`src/verilog/ccp_regs.svh`:
```
`ifndef CCP_REGS_SVH
`define CCP_REGS_SVH

// Byte offsets on the register bus
`define CCP_OFF_DUTY_LOW 12'h000
`define CCP_OFF_DUTY_HIGH 12'h004
`define CCP_OFF_CONTROL 12'h008
`define CCP_OFF_PERIOD 12'h00c
`define CCP_OFF_TB_CTRL 12'h010
`define CCP_OFF_CMP_CTRL 12'h014
`define CCP_OFF_STATUS 12'h018
`define CCP_OFF_CMP_COUNT 12'h01c

// Control field positions
`define CCP_MODE_LSB 0
`define CCP_DUTYLO_LSB 4
`define CCP_TB_PRE_LSB 0
`define CCP_TB_ON_BIT 2
`define CCP_TB_POST_LSB 3
`define CCP_CMP_ON_BIT 0
`define CCP_ADC_EN_BIT 1
`define CCP_IRQ_EN_BIT 2
`define CCP_ST_IRQ_BIT 0
`define CCP_ST_POST_BIT 1

// Mode encodings
`define CCP_MODE_SWINT 4'ha
`define CCP_MODE_SPECIAL 4'hb

// Reset values
`define CCP_RST_BYTE 8'h00
`define CCP_RST_PERIOD 8'hff

// Prescale factors for timebase settings 0 and 1
`define CCP_PRE_1 2'h0
`define CCP_PRE_4 2'h1

// Quarter cycles per instruction cycle
`define CCP_QCLK_PER_TICK 3'h4

`endif

```
`src/verilog/ccp_pkg.sv`:
```
package ccp_pkg;

  typedef enum logic [1:0] {
    MODE_OFF,
    MODE_COMPARE,
    MODE_PWM
  } unit_mode_e;

  typedef struct packed {
    logic adc_start;
    logic sw_irq;
    logic tb_clear;
  } cmp_event_s;

  typedef struct packed {
    logic [7:0] period;
    logic [1:0] prescale;
    logic run;
  } tb_cfg_s;

endpackage

```
`src/verilog/pwm_timebase.sv`:
```
`timescale 1ns/10ps
`default_nettype none
`include "ccp_regs.svh"

module pwm_timebase
(
  input wire logic clock_i,
  input wire logic sys_rst_i,
  input wire ccp_pkg::tb_cfg_s cfg_i,
  output logic [7:0] count_o,
  output logic [1:0] fine_o,
  output logic tick_o,
  output logic roll_o
);

  logic [1:0] qclk_r;
  logic [3:0] pre_r;
  logic [7:0] count_r;
  logic [1:0] fine_nxt;
  logic tick_nxt;

  // Instruction cycle is four quarter-cycle clocks
  always_ff @(posedge clock_i)
  begin
    if (sys_rst_i || !cfg_i.run)
      qclk_r <= 2'h0;
    else
      qclk_r <= qclk_r + 2'h1;
  end

  always_comb
  begin
    tick_nxt = 1'b0;
    fine_nxt = qclk_r;
    if (qclk_r == 2'h3)
    begin
      case (cfg_i.prescale)
        `CCP_PRE_1: tick_nxt = 1'b1;
        `CCP_PRE_4: tick_nxt = (pre_r[1:0] == 2'h3);
        default: tick_nxt = (pre_r == 4'hf);
      endcase
    end
    case (cfg_i.prescale)
      `CCP_PRE_1: fine_nxt = qclk_r;
      `CCP_PRE_4: fine_nxt = pre_r[1:0];
      default: fine_nxt = pre_r[3:2];
    endcase
  end

  always_ff @(posedge clock_i)
  begin
    if (sys_rst_i || !cfg_i.run)
      pre_r <= 4'h0;
    else if (qclk_r == 2'h3)
      pre_r <= pre_r + 4'h1;
  end

  always_ff @(posedge clock_i)
  begin
    if (sys_rst_i)
      count_r <= 8'h00;
    else if (tick_nxt)
      count_r <= (count_r == cfg_i.period) ? 8'h00 : count_r + 8'h01;
  end

  assign count_o = count_r;
  assign fine_o = fine_nxt;
  assign tick_o = tick_nxt;
  assign roll_o = tick_nxt && (count_r == cfg_i.period);

endmodule
`default_nettype wire

```
`src/verilog/compare_trigger_and_pwm_unit.sv`:
```
// Design decisions made here: the AHB-Lite register port and the register offsets.
`timescale 1ns/10ps
`default_nettype none
`include "ccp_regs.svh"

module compare_trigger_and_pwm_unit
(
  input wire logic clock_i,
  input wire logic sys_rst_i,
  input wire logic hsel,
  input wire logic [11:0] haddr,
  input wire logic [1:0] htrans,
  input wire logic hwrite,
  input wire logic [2:0] hsize,
  input wire logic [31:0] hwdata,
  input wire logic hready,
  output logic [31:0] hrdata,
  output logic hreadyout,
  output logic hresp,
  input wire logic adc_enabled_i,
  output logic unit_output_pin_o,
  output logic unit_output_pin_oe_o,
  output logic unit_irq_o,
  output ccp_pkg::cmp_event_s cmp_event_o,
  output logic postscale_event_o
);

  logic [7:0] duty_low_r;
  logic [7:0] duty_high_r;
  logic [7:0] control_r;
  logic [7:0] period_r;
  logic [6:0] tb_ctrl_r;
  logic [2:0] cmp_ctrl_r;
  logic [15:0] cmp_count_r;
  logic [1:0] duty_latch_r;
  logic irq_flag_r;
  logic post_flag_r;
  logic pin_r;
  logic roll_q_r;
  logic [3:0] post_cnt_r;
  logic wr_pend_r;
  logic [11:0] wr_addr_r;
  logic [31:0] rdata_r;
  ccp_pkg::cmp_event_s evt_r;
  ccp_pkg::tb_cfg_s tb_cfg;
  ccp_pkg::unit_mode_e mode;
  logic [7:0] tb_count;
  logic [1:0] tb_fine;
  logic tb_tick;
  logic tb_roll;
  logic [9:0] duty_prog;
  logic [9:0] duty_active;
  logic [15:0] cmp_value;
  logic cmp_match;
  logic cmp_edge_r;
  logic addr_ok;
  logic wr_req;
  logic rd_req;
  logic postscale_hit;

  function automatic ccp_pkg::unit_mode_e decode_mode(input logic [3:0] m);
    if (m[3:2] == 2'b11)
      decode_mode = ccp_pkg::MODE_PWM;
    else if (m == 4'h0)
      decode_mode = ccp_pkg::MODE_OFF;
    else
      decode_mode = ccp_pkg::MODE_COMPARE;
  endfunction

  function automatic logic is_reg(input logic [11:0] a);
    is_reg = (a == `CCP_OFF_DUTY_LOW) || (a == `CCP_OFF_DUTY_HIGH) ||
      (a == `CCP_OFF_CONTROL) || (a == `CCP_OFF_PERIOD) ||
      (a == `CCP_OFF_TB_CTRL) || (a == `CCP_OFF_CMP_CTRL) ||
      (a == `CCP_OFF_STATUS) || (a == `CCP_OFF_CMP_COUNT);
  endfunction

  assign mode = decode_mode(control_r[3:0]);
  // duty from low register and control 5:4
  assign duty_prog = {duty_low_r, control_r[5:4]};
  // high register plus hidden 2-bit latch
  assign duty_active = {duty_high_r, duty_latch_r};
  assign cmp_value = {duty_high_r, duty_low_r};

  // Single-cycle slave: no wait states are ever inserted
  assign hreadyout = 1'b1;
  assign hresp = 1'b0;
  assign addr_ok = hsel && hready && htrans[1];
  assign wr_req = addr_ok && hwrite;
  assign rd_req = addr_ok && !hwrite;

  always_ff @(posedge clock_i)
  begin
    if (sys_rst_i)
    begin
      wr_pend_r <= 1'b0;
      wr_addr_r <= 12'h000;
    end
    else
    begin
      wr_pend_r <= wr_req && is_reg(haddr);
      wr_addr_r <= haddr;
    end
  end

  // Read data registered; unmapped offsets read zero
  always_ff @(posedge clock_i)
  begin
    if (sys_rst_i)
      rdata_r <= 32'h0000_0000;
    else if (rd_req)
    begin
      case (haddr)
        `CCP_OFF_DUTY_LOW: rdata_r <= {24'h000000, duty_low_r};
        `CCP_OFF_DUTY_HIGH: rdata_r <= {24'h000000, duty_high_r};
        `CCP_OFF_CONTROL: rdata_r <= {24'h000000, 2'b00, control_r[5:0]};
        `CCP_OFF_PERIOD: rdata_r <= {24'h000000, period_r};
        `CCP_OFF_TB_CTRL: rdata_r <= {25'h0000000, tb_ctrl_r};
        `CCP_OFF_CMP_CTRL: rdata_r <= {29'h00000000, cmp_ctrl_r};
        `CCP_OFF_STATUS:
          rdata_r <= {tb_count, 22'h0, post_flag_r, irq_flag_r};
        `CCP_OFF_CMP_COUNT: rdata_r <= {16'h0000, cmp_count_r};
        default: rdata_r <= 32'h0000_0000;
      endcase
    end
  end
  assign hrdata = rdata_r;

  always_ff @(posedge clock_i)
  begin
    if (sys_rst_i)
      duty_low_r <= `CCP_RST_BYTE;
    else if (wr_pend_r && wr_addr_r == `CCP_OFF_DUTY_LOW)
      duty_low_r <= hwdata[7:0];
  end

  // duty bits writable at any time
  always_ff @(posedge clock_i)
  begin
    if (sys_rst_i)
      control_r <= `CCP_RST_BYTE;
    else if (wr_pend_r && wr_addr_r == `CCP_OFF_CONTROL)
      control_r <= {2'b00, hwdata[5:0]};
  end

  always_ff @(posedge clock_i)
  begin
    if (sys_rst_i)
    begin
      period_r <= `CCP_RST_PERIOD;
      tb_ctrl_r <= 7'h00;
      cmp_ctrl_r <= 3'h0;
    end
    else if (wr_pend_r)
    begin
      if (wr_addr_r == `CCP_OFF_PERIOD)
        period_r <= hwdata[7:0];
      if (wr_addr_r == `CCP_OFF_TB_CTRL)
        tb_ctrl_r <= hwdata[6:0];
      if (wr_addr_r == `CCP_OFF_CMP_CTRL)
        cmp_ctrl_r <= hwdata[2:0];
    end
  end

  // prescale setting 3 acts as 16
  assign tb_cfg = '{period: period_r,
    prescale: tb_ctrl_r[`CCP_TB_PRE_LSB +: 2],
    run: tb_ctrl_r[`CCP_TB_ON_BIT]};

  // period (period+1) ticks of 4 qclk times prescale
  pwm_timebase u_timebase
  (
    .clock_i(clock_i),
    .sys_rst_i(sys_rst_i),
    .cfg_i(tb_cfg),
    .count_o(tb_count),
    .fine_o(tb_fine),
    .tick_o(tb_tick),
    .roll_o(tb_roll)
  );

  // high register read-only while in PWM mode
  always_ff @(posedge clock_i)
  begin
    if (sys_rst_i)
    begin
      duty_high_r <= `CCP_RST_BYTE;
      duty_latch_r <= 2'b00;
    end
    else if (mode == ccp_pkg::MODE_PWM)
    begin
      if (tb_roll)
      begin
        duty_high_r <= duty_prog[9:2];
        duty_latch_r <= duty_prog[1:0];
      end
    end
    else if (wr_pend_r && wr_addr_r == `CCP_OFF_DUTY_HIGH)
      duty_high_r <= hwdata[7:0];
  end

  // Set and clear both lag the timebase one clock, so high time is exact
  always_ff @(posedge clock_i)
  begin
    if (sys_rst_i)
      roll_q_r <= 1'b0;
    else
      roll_q_r <= tb_roll;
  end

  // PWM pin logic
  always_ff @(posedge clock_i)
  begin
    if (sys_rst_i)
      pin_r <= 1'b0;
    else
    begin
      case (mode)
        ccp_pkg::MODE_PWM:
        begin
          // set after rollover unless zero duty
          if (roll_q_r)
            pin_r <= (duty_active != 10'h000);
          // clear on fine-extended match; high time follows
          // long duty never matches, stays high
          else if (duty_active == {tb_count, tb_fine})
            pin_r <= 1'b0;
        end
        // compare modes here leave the pin unchanged
        ccp_pkg::MODE_COMPARE: pin_r <= pin_r;
        default: pin_r <= 1'b0;
      endcase
    end
  end
  assign unit_output_pin_o = pin_r;
  assign unit_output_pin_oe_o = (mode == ccp_pkg::MODE_PWM);

  // match every cycle against compare timebase
  assign cmp_match = (mode == ccp_pkg::MODE_COMPARE) &&
    (cmp_count_r == cmp_value);

  always_ff @(posedge clock_i)
  begin
    if (sys_rst_i)
      cmp_count_r <= 16'h0000;
    else if (evt_r.tb_clear)
      cmp_count_r <= 16'h0000;
    else if (wr_pend_r && wr_addr_r == `CCP_OFF_CMP_COUNT)
      cmp_count_r <= hwdata[15:0];
    else if (cmp_ctrl_r[`CCP_CMP_ON_BIT])
      cmp_count_r <= cmp_count_r + 16'h0001;
  end

  // Edge of match, so a stalled count gives one event only
  always_ff @(posedge clock_i)
  begin
    if (sys_rst_i)
      cmp_edge_r <= 1'b0;
    else
      cmp_edge_r <= cmp_match;
  end

  always_ff @(posedge clock_i)
  begin
    if (sys_rst_i)
      evt_r <= '0;
    else
    begin
      evt_r.sw_irq <= cmp_match && !cmp_edge_r &&
        (control_r[3:0] == `CCP_MODE_SWINT);
      evt_r.tb_clear <= cmp_match && !cmp_edge_r &&
        (control_r[3:0] == `CCP_MODE_SPECIAL);
      evt_r.adc_start <= cmp_match && !cmp_edge_r &&
        (control_r[3:0] == `CCP_MODE_SPECIAL) && adc_enabled_i &&
        cmp_ctrl_r[`CCP_ADC_EN_BIT];
    end
  end
  assign cmp_event_o = evt_r;

  // flag set by any compare match; set wins over clear
  always_ff @(posedge clock_i)
  begin
    if (sys_rst_i)
      irq_flag_r <= 1'b0;
    else if (cmp_match && !cmp_edge_r)
      irq_flag_r <= 1'b1;
    else if (wr_pend_r && wr_addr_r == `CCP_OFF_STATUS &&
      hwdata[`CCP_ST_IRQ_BIT])
      irq_flag_r <= 1'b0;
  end
  assign unit_irq_o = irq_flag_r && cmp_ctrl_r[`CCP_IRQ_EN_BIT];

  // postscaler counts rollovers, never the period
  assign postscale_hit = tb_roll &&
    (post_cnt_r == tb_ctrl_r[`CCP_TB_POST_LSB +: 4]);
  always_ff @(posedge clock_i)
  begin
    if (sys_rst_i)
      post_cnt_r <= 4'h0;
    // Control write restarts the count so a lower setting applies at once
    else if (postscale_hit ||
      (wr_pend_r && wr_addr_r == `CCP_OFF_TB_CTRL))
      post_cnt_r <= 4'h0;
    else if (tb_roll)
      post_cnt_r <= post_cnt_r + 4'h1;
  end

  always_ff @(posedge clock_i)
  begin
    if (sys_rst_i)
      post_flag_r <= 1'b0;
    else if (postscale_hit)
      post_flag_r <= 1'b1;
    else if (wr_pend_r && wr_addr_r == `CCP_OFF_STATUS &&
      hwdata[`CCP_ST_POST_BIT])
      post_flag_r <= 1'b0;
  end
  assign postscale_event_o = postscale_hit;

  logic unused_ok;
  assign unused_ok = ^{hsize, tb_tick, htrans[0]};

endmodule
`default_nettype wire

```
`config.mk`:
```
export PLATFORM = sky130hd
export DESIGN_NAME = compare_trigger_and_pwm_unit
export DESIGN_NICKNAME = d
export VERILOG_FILES = /design/src/verilog/ccp_pkg.sv /design/src/verilog/pwm_timebase.sv /design/src/verilog/compare_trigger_and_pwm_unit.sv
export VERILOG_INCLUDE_DIRS = /design/src /design/src/verilog
export SDC_FILE = /design/constraint.sdc
export NUM_CORES = 1
export LEC_CHECK = 0
export BUFFER_PORTS_ARGS = -buffer_cell sky130_fd_sc_hd__buf_2
export CAP_MARGIN = 40
export CORE_ASPECT_RATIO = 1.4
export CORE_MARGIN = 2
export CORE_UTILIZATION = 40
export CTS_CLUSTER_DIAMETER = 200
export CTS_CLUSTER_SIZE = 28
export DETAILED_ROUTE_END_ITERATION = 7
export PLACE_DENSITY = 0.7
export SLEW_MARGIN = 20
export SYNTH_ARGS = -nofsm -noshare
export SYNTH_HDL_FRONTEND = slang
export SYNTH_SLANG_ARGS = --single-unit
```
`constraint.sdc`:
```
create_clock -name clock_i -period 1.9 [get_ports clock_i]
set_input_delay 0 -clock clock_i [delete_from_list [all_inputs] [get_ports clock_i]]
set_output_delay 0 -clock clock_i [all_outputs]
set_load 0.01 [all_outputs]
```
==> summary.txt, run 1 <==
Final Skew: 0.00846 ns
GPL Wtd Cong: 0.868
Post-synthesis cell area: 5930 um2
Violated checks: setup timing
Fin area: 7600 um2
Count leader, synth: dfxtp_1
Register bit total from synthesis: 121
DIE AREA: 15,800 um2
Io pins: 96
Cts bufs inserted: 17
Total grt overflow: 0
Via/cell ratio: 5.29
Global-route wire length before repair: 25,900 um
Hold endpoint: duty_low_r[2]
Sequential element share of the synthesized area: 40.9%
CTS max path bufs: 2
Placed cell count: 894
Number of global-route vias before repair: 4,918
Critical path type: flop to output port
Area after DPL: 6520 um2
Relative slew slack: 66.6%
Layout cells sized above 1: 22.7%
DRC: 0
Final hold vios: 0
Outcome: finished with violations
Die width: 107 um
Setup Viol. Count Final: 4
Worst Path Arrival: 1.95 ns
VDD IR-drop max: 0.000558 V
Final Critical Period: 1.95 ns
FP Rows: 52
PortBufs: 65
Post-Syn Area per Cell: 9.02 um2
Crit start category: flop
Die Ht: 148 um
Reg2reg setup slack: -0.02 ns
Worst setup margin: -0.0512 ns
Finished Layout Cells: 959
Synth cell count leaders: dfxtp_1 (121), nor2_1 (79), xnor2_1 (39), mux2i_1 (35), clkbuf_1 (33)
Async set or reset register ratio after synthesis: 0%
Fmax: 513 MHz
Total track usage: 21.2%
Largest net degree at the start of global routing: 45
Leakage Power: 2.99 nW
Root Driver: clkbuf_16
Crit end category: output port
Hold WC Path Type: input pin to flop
CTS sink count: 121
Ranking of synthesized cells by area: dfxtp_1 (41%), mux2i_1 (5.9%), xnor2_1 (5.8%)
Final setup TNS: -0.0703 ns
First-pass iteration count of the detailed router: 5
Reg2Reg Launch Point: wr_addr_r[10]
Post-DP HPWL: 11,500 um
RSZ-0062 raised after global routing: yes
Worst-margin pin slew: 0.495 ns
CP startpoint: period_r[4]
Starting Density: 41.0%
Clk Latency, worst-skew pair: 0.42 ns
Pre-CTS setup slack: -0.0115 ns
Ys flop type: dfxtp_1
Initial antenna violation count: 0
Cell accounting for the most synthesized area: dfxtp_1
Routed length on met3: 742 um
Fill count: 1,331
Total core area: 14,400 um2
Hold path start: sys_rst_i
Worst EP required: 1.90 ns
Overall routed net length: 16,300 um
Netlist cell types: 60
M1 WL: 6550 um
Nets: 817
Yosys top cell area share: 40.9%
Post-synth EDFFs: 0
Final max-slew violation count: 0
Worst reg2reg endpoint: duty_high_r[1]
CTS H-Tree Depth: 4
Post-Synthesis Cells: 657
Wire per inst: 17.0 um
Crit Path Max Fanout: 3
Max-cap violations: 0
Top Layer Used: met4
Pwr dens: 842 nW/um2
Clock Pin Slew Worst Setup and Hold Paths: 0.06 ns
Routed Antenna Nets: 0
Hold depth: 2
Met2 WL: 8490 um
Via count: 5,071
Initial drt markers: 309
Synth-to-layout area growth: 28.2%
Antenna Cells: 0
Yosys warnings: 0
Final period utilization: 103%
Worst reg-to-reg path cell count: 6
CTS tree: done
## metrics by stage
step / hold slack (ns) / total power [mW] / utilization [%]
final: 0.0150 / 6.40 / 52.6
after detailed placement: 0.225 / 2.84 / 45.2
after global placement: 0.220 / 2.84 / 45.2
after floorplan: 0.118 / 2.77 / -
after global routing: 0.0235 / 6.60 / 52.6
after CTS: 0.0141 / 6.43 / 52.4
## registers in the layout, summed over array words and instances (netlist names), 2 cells and up
| signal | flops |
|---|---|
| cmp_count_r | 16 |
| cmp_ctrl_r | 3 |
| cmp_event_o | 3 |
| control_r | 6 |
| duty_high_r | 8 |
| duty_latch_r | 2 |
| duty_low_r | 8 |
| hrdata | 24 |
| period_r | 8 |
| post_cnt_r | 4 |
| tb_ctrl_r | 7 |
| u_timebase.count_o | 8 |
| u_timebase.pre_r | 4 |
| u_timebase.qclk_r | 2 |
| wr_addr_r | 12 |
## report_power, final
| group | internal, mW | switching (mW) |
|---|---|---|
| Sequential | 2.55 | 0.0144 |
| Combinational | 0.126 | 0.153 |
| Clock | 2.34 | 1.21 |
## layer usage
layer | vias to the layer above | global-route usage [%]
met1 | 2399 | 24.6
met3 | 27 | 3.92
met4 | 0 | 9.68
met5 | - | 0
li1 | 2498 | -
met2 | 147 | 37.5
## layout make-up
type                            count  area [um2]  area share, %
Multi-Input combinational cell    469        3270           43.0
Clock buffer                       18         429           5.65
Inverter                           16        60.1          0.791
Sequential cell                   121        2430           32.0
Clock inverter                     14         221           2.92
Tap cell                          189         236           3.11
Timing Repair Buffer              132         952           12.5
## worst max-delay path, cell delays in order (launching register included)
cell	delay [ns]
dfxtp_2	0.33
xor2_1	0.16
nor4_2	0.34
nand2_1	0.12
or3_4	0.43
inv_2	0.07
buf_6	0.09
## cell usage in the layout, fill, tap and decap left out, types with 7 or more instances in the layout
cell / n
nand4_1: 12
a311oi_1: 8
o21ai_0: 19
dlygate4sd3_1: 30
a21oi_1: 28
a211oi_1: 9
nor2b_1: 24
clkbuf_16: 17
inv_1: 15
a22oi_1: 23
dfxtp_1: 116
nor4_1: 7
nand2_1: 29
xnor2_1: 39
and2_1: 11
conb_1: 10
buf_4: 33
nor2_1: 79
mux2i_1: 35
nor3_1: 12
nand3_1: 16
buf_2: 63
a221oi_2: 8
a211o_1: 8
xor2_1: 21
## worst max path at each step
stage	endpoint	slack, ns
detailed placement	duty_high_r[3]	-0.01
global placement	duty_high_r[4]	0.02
floorplan	duty_high_r[5]	0.008
global route	postscale_event_o	-0.12
finish	postscale_event_o	-0.05
CTS	postscale_event_o	-0.06
## logic make-up (layout without fill, tap and decap cells)
kind of cell | after synthesis | count (layout) | synth area share, %
AOI/OAI and AO/OA | 118 | 118 | 13.8
DFF | 121 | 121 | 40.9
xor gates and xnor gates | 60 | 60 | 8.87
adders and majority gates | 5 | 5 | 1.06
other | 2 | 10 | 0.127
muxes | 43 | 43 | 8.38
and+or+nand+nor | 233 | 233 | 21.2
buffers and inverters | 75 | 180 | 5.72
## repair_timing
| item | CTS | global route |
|---|---|---|
| resized for setup | 16 | 13 |
| buffers inserted | 3 | 1 |
| hold buffers | 30 | 0 |
| endpoints found under the hold margin | 57 | 0 |
| pin swaps | 4 | 3 |
| endpoints found under the setup margin | 9 | 41 |
Power figures use the tool's default switching activity.
==> run 2, diff against run 1 <==
--- a/config.mk
+++ b/config.mk
@@ -8,12 +8,13 @@
 export LEC_CHECK = 0
 export BUFFER_PORTS_ARGS = -buffer_cell sky130_fd_sc_hd__buf_2
 export CAP_MARGIN = 40
-export CORE_ASPECT_RATIO = 1.4
+export CORE_ASPECT_RATIO = 0.8
 export CORE_MARGIN = 2
 export CORE_UTILIZATION = 40
 export CTS_CLUSTER_DIAMETER = 200
 export CTS_CLUSTER_SIZE = 28
 export DETAILED_ROUTE_END_ITERATION = 7
+export MAX_ROUTING_LAYER = met4
 export PLACE_DENSITY = 0.7
 export SLEW_MARGIN = 20
 export SYNTH_ARGS = -nofsm -noshare
==> run 2 against run 1 <==
- the run ends with DRC, setup timing left
- clock skew grew 0.0025 ns
- flip-flop and latch count is the same
- final area grew 1.5%
- die area is essentially flat
- register-to-register slack gained 0.06 ns
- count of clock-buffer cells in the layout grew 2
- non-clock buffer count grew 12
- first-iteration DRC count grew 31%
- cell count grew 0.73%
- hold slack gained 0.023 ns
- highest routed layer unchanged
==> summary.txt, run 2 (synthesis gave the netlist of run 1 again) <==
Crit Path Max Fanout: 3 (unchanged)
Nets: 829 (was 817)
Via/cell ratio: 5.45 (was 5.29)
Critical path cell sequence: xor2_1 -> nor4_2 -> nand2_1 -> or3_4 -> inv_2 -> buf_6 (unchanged)
Max-cap violations: 0 (unchanged)
Fill count: 1,274 (was 1,331)
CTS sink count: 121 (unchanged)
Worst-margin pin slew: 0.507 ns (was 0.495 ns)
Setup Viol. Count Final: 1 (was 4)
Worst Path Arrival: 1.92 ns (was 1.95 ns)
Io pins: 96 (unchanged)
Reg2Reg Launch Point: wr_addr_r[11] (was wr_addr_r[10])
Clk Latency, worst-skew pair: 0.42 ns (about the same)
Area after DPL: 6590 um2 (was 6520 um2)
CTS tree: done (unchanged)
Hold depth: 2 (unchanged)
Routed Antenna Nets: 0 (unchanged)
Cts bufs inserted: 17 (unchanged)
Root Driver: clkbuf_16 (unchanged)
Post-DP HPWL: 11,600 um (was 11,500 um)
Overall routed net length: 16,500 um (was 16,300 um)
Worst reg2reg endpoint: control_r[3] (was duty_high_r[1])
Crit end category: output port (unchanged)
Hold WC Path Type: input pin to flop (unchanged)
Final max-slew violation count: 0 (unchanged)
Worst setup margin: -0.0223 ns (was -0.0512 ns)
Wire per inst: 17.0 um (about the same)
GPL Wtd Cong: 0.930 (was 0.868)
CP peak stage delay: 0.39 ns (was 0.43 ns)
Number of global-route vias before repair: 4,908 (was 4,918)
Antenna Cells: 0 (unchanged)
Die Ht: 113 um (was 148 um)
Total grt overflow: 0 (unchanged)
PortBufs: 65 (unchanged)
CTS H-Tree Depth: 4 (unchanged)
Commonest non-fill, non-tap cell in the layout: dfxtp_1 (unchanged)
Pwr dens: 832 nW/um2 (was 842 nW/um2)
VDD IR-drop max: 0.000625 V (was 0.000558 V)
Most frequent cells in the layout: dfxtp_1 (117), nor2_1 (79), buf_2 (64), buf_4 (45), xnor2_1 (39) (was dfxtp_1 (116), nor2_1 (79), buf_2 (63), xnor2_1 (39), mux2i_1 (35))
CP max-delay cell: or3_4 (unchanged)
Hold path start: haddr[2] (was sys_rst_i)
Via count: 5,266 (was 5,071)
Layout cells sized above 1: 23.8% (was 22.7%)
Total track usage: 21.7% (was 21.2%)
Relative slew slack: 66.2% (was 66.6%)
CTS max path bufs: 2 (unchanged)
Violated checks: DRC, setup timing (was setup timing)
Worst EP required: 1.90 ns (about the same)
Final Skew: 0.0109 ns (was 0.00846 ns)
Crit start category: flop (unchanged)
Critical path type: flop to output port (unchanged)
Final hold vios: 0 (unchanged)
Clock Pin Slew Worst Setup and Hold Paths: 0.06 ns (about the same)
RSZ-0062 raised after global routing: yes (unchanged)
Outcome: finished with violations (unchanged)
DIE AREA: 15,800 um2 (about the same)
Fmax: 520 MHz (was 513 MHz)
Fin area: 7710 um2 (was 7600 um2)
Global-route wire length before repair: 26,000 um (was 25,900 um)
Final period utilization: 101% (was 103%)
Starting Density: 41.2% (was 41.0%)
Total core area: 14,400 um2 (about the same)
Largest net degree at the start of global routing: 33 (was 45)
Final Critical Period: 1.92 ns (was 1.95 ns)
Initial antenna violation count: 0 (unchanged)
First-pass iteration count of the detailed router: 8 (was 5)
Initial drt markers: 406 (was 309)
Multi-input gate area: 3280 um2 (was 3270 um2)
Post-layout util: 53.6% (was 52.6%)
Sequential cell area: 2430 um2 (about the same)
Worst reg-to-reg path cell count: 7 (was 6)
Die width: 140 um (was 107 um)
Hold endpoint: wr_addr_r[2] (was duty_low_r[2])
Reg2reg setup slack: 0.04 ns (was -0.02 ns)
FP Rows: 39 (was 52)
DRC: 4 (was 0)
Leakage Power: 3.08 nW (was 2.99 nW)
Synth-to-layout area growth: 30.1% (was 28.2%)
Largest register FFs: 24 (unchanged)
-- run 2: final cells by class --
type / count / area share, %
Tap cell: 184 / 2.99
Clock inverter: 12 / 2.43
Sequential cell: 121 / 31.5
Timing Repair Buffer: 144 / 13.7
Multi-Input combinational cell: 469 / 42.6
Clock buffer: 20 / 6.05
Inverter: 16 / 0.779
-- run 2: metrics by stage --
step                      setup WS [ns]  cells  hold WS [ns]  setup TNS [ns]  power, mW
after floorplan                 0.00760    665         0.118               0       2.77
after detailed placement         0.0226    898         0.223               0       2.86
after global placement           0.0543    898         0.227               0       2.86
final                           -0.0223    966        0.0379         -0.0223       6.42
after global routing            -0.0880    966        0.0468          -0.196       6.57
after CTS                       -0.0477    965        0.0227         -0.0477       6.44
-- run 2: timing repair --
| action | in CTS | in global routing |
|---|---|---|
| endpoints found under the setup margin | 3 | 28 |
| hold endpoints to repair | 54 | 0 |
| setup buffers | 6 | 1 |
| hold buffers | 29 | 0 |
| pin swaps | 7 | 6 |
| resized for setup | 8 | 21 |
-- run 2: metal layers --
layer | global-route usage (%) | part of all wire [%] | vias up
li1 | - | - | 2535
met1 | 29.7 | 47 | 2512
met2 | 32.0 | 44 | 190
met3 | 4.15 | 6.5 | 29
met4 | 8.15 | 1.8 | 0
met5 | - | 0 | -
-- run 2: how the worst max path moves through the flow --
stage,start,to,slack (ns),cells after the start
after floorplan,wr_addr_r[5],duty_high_r[5],0.008,7
after global placement,wr_addr_r[5],duty_high_r[1],0.05,6
after detailed placement,wr_addr_r[8],duty_high_r[1],0.02,6
after CTS,u_timebase.count_o[0],postscale_event_o,-0.05,6
after global routing,period_r[2],postscale_event_o,-0.09,6
final,period_r[2],postscale_event_o,-0.02,6
-- run 2: worst max-delay path: cells and delay by family, from the launching register on --
family	cells	cell delay (ns)
buffers and inverters	2	0.15
XOR/XNOR	1	0.17
flip-flops	1	0.35
AND/OR/NAND/NOR	3	0.82
-- run 2: where the power goes --
part           total [mW]  internal [mW]  switching, mW
logic               0.288          0.130          0.158
registers            2.57           2.55         0.0151
clock network        3.56           2.32           1.24
total                6.42           5.00           1.42
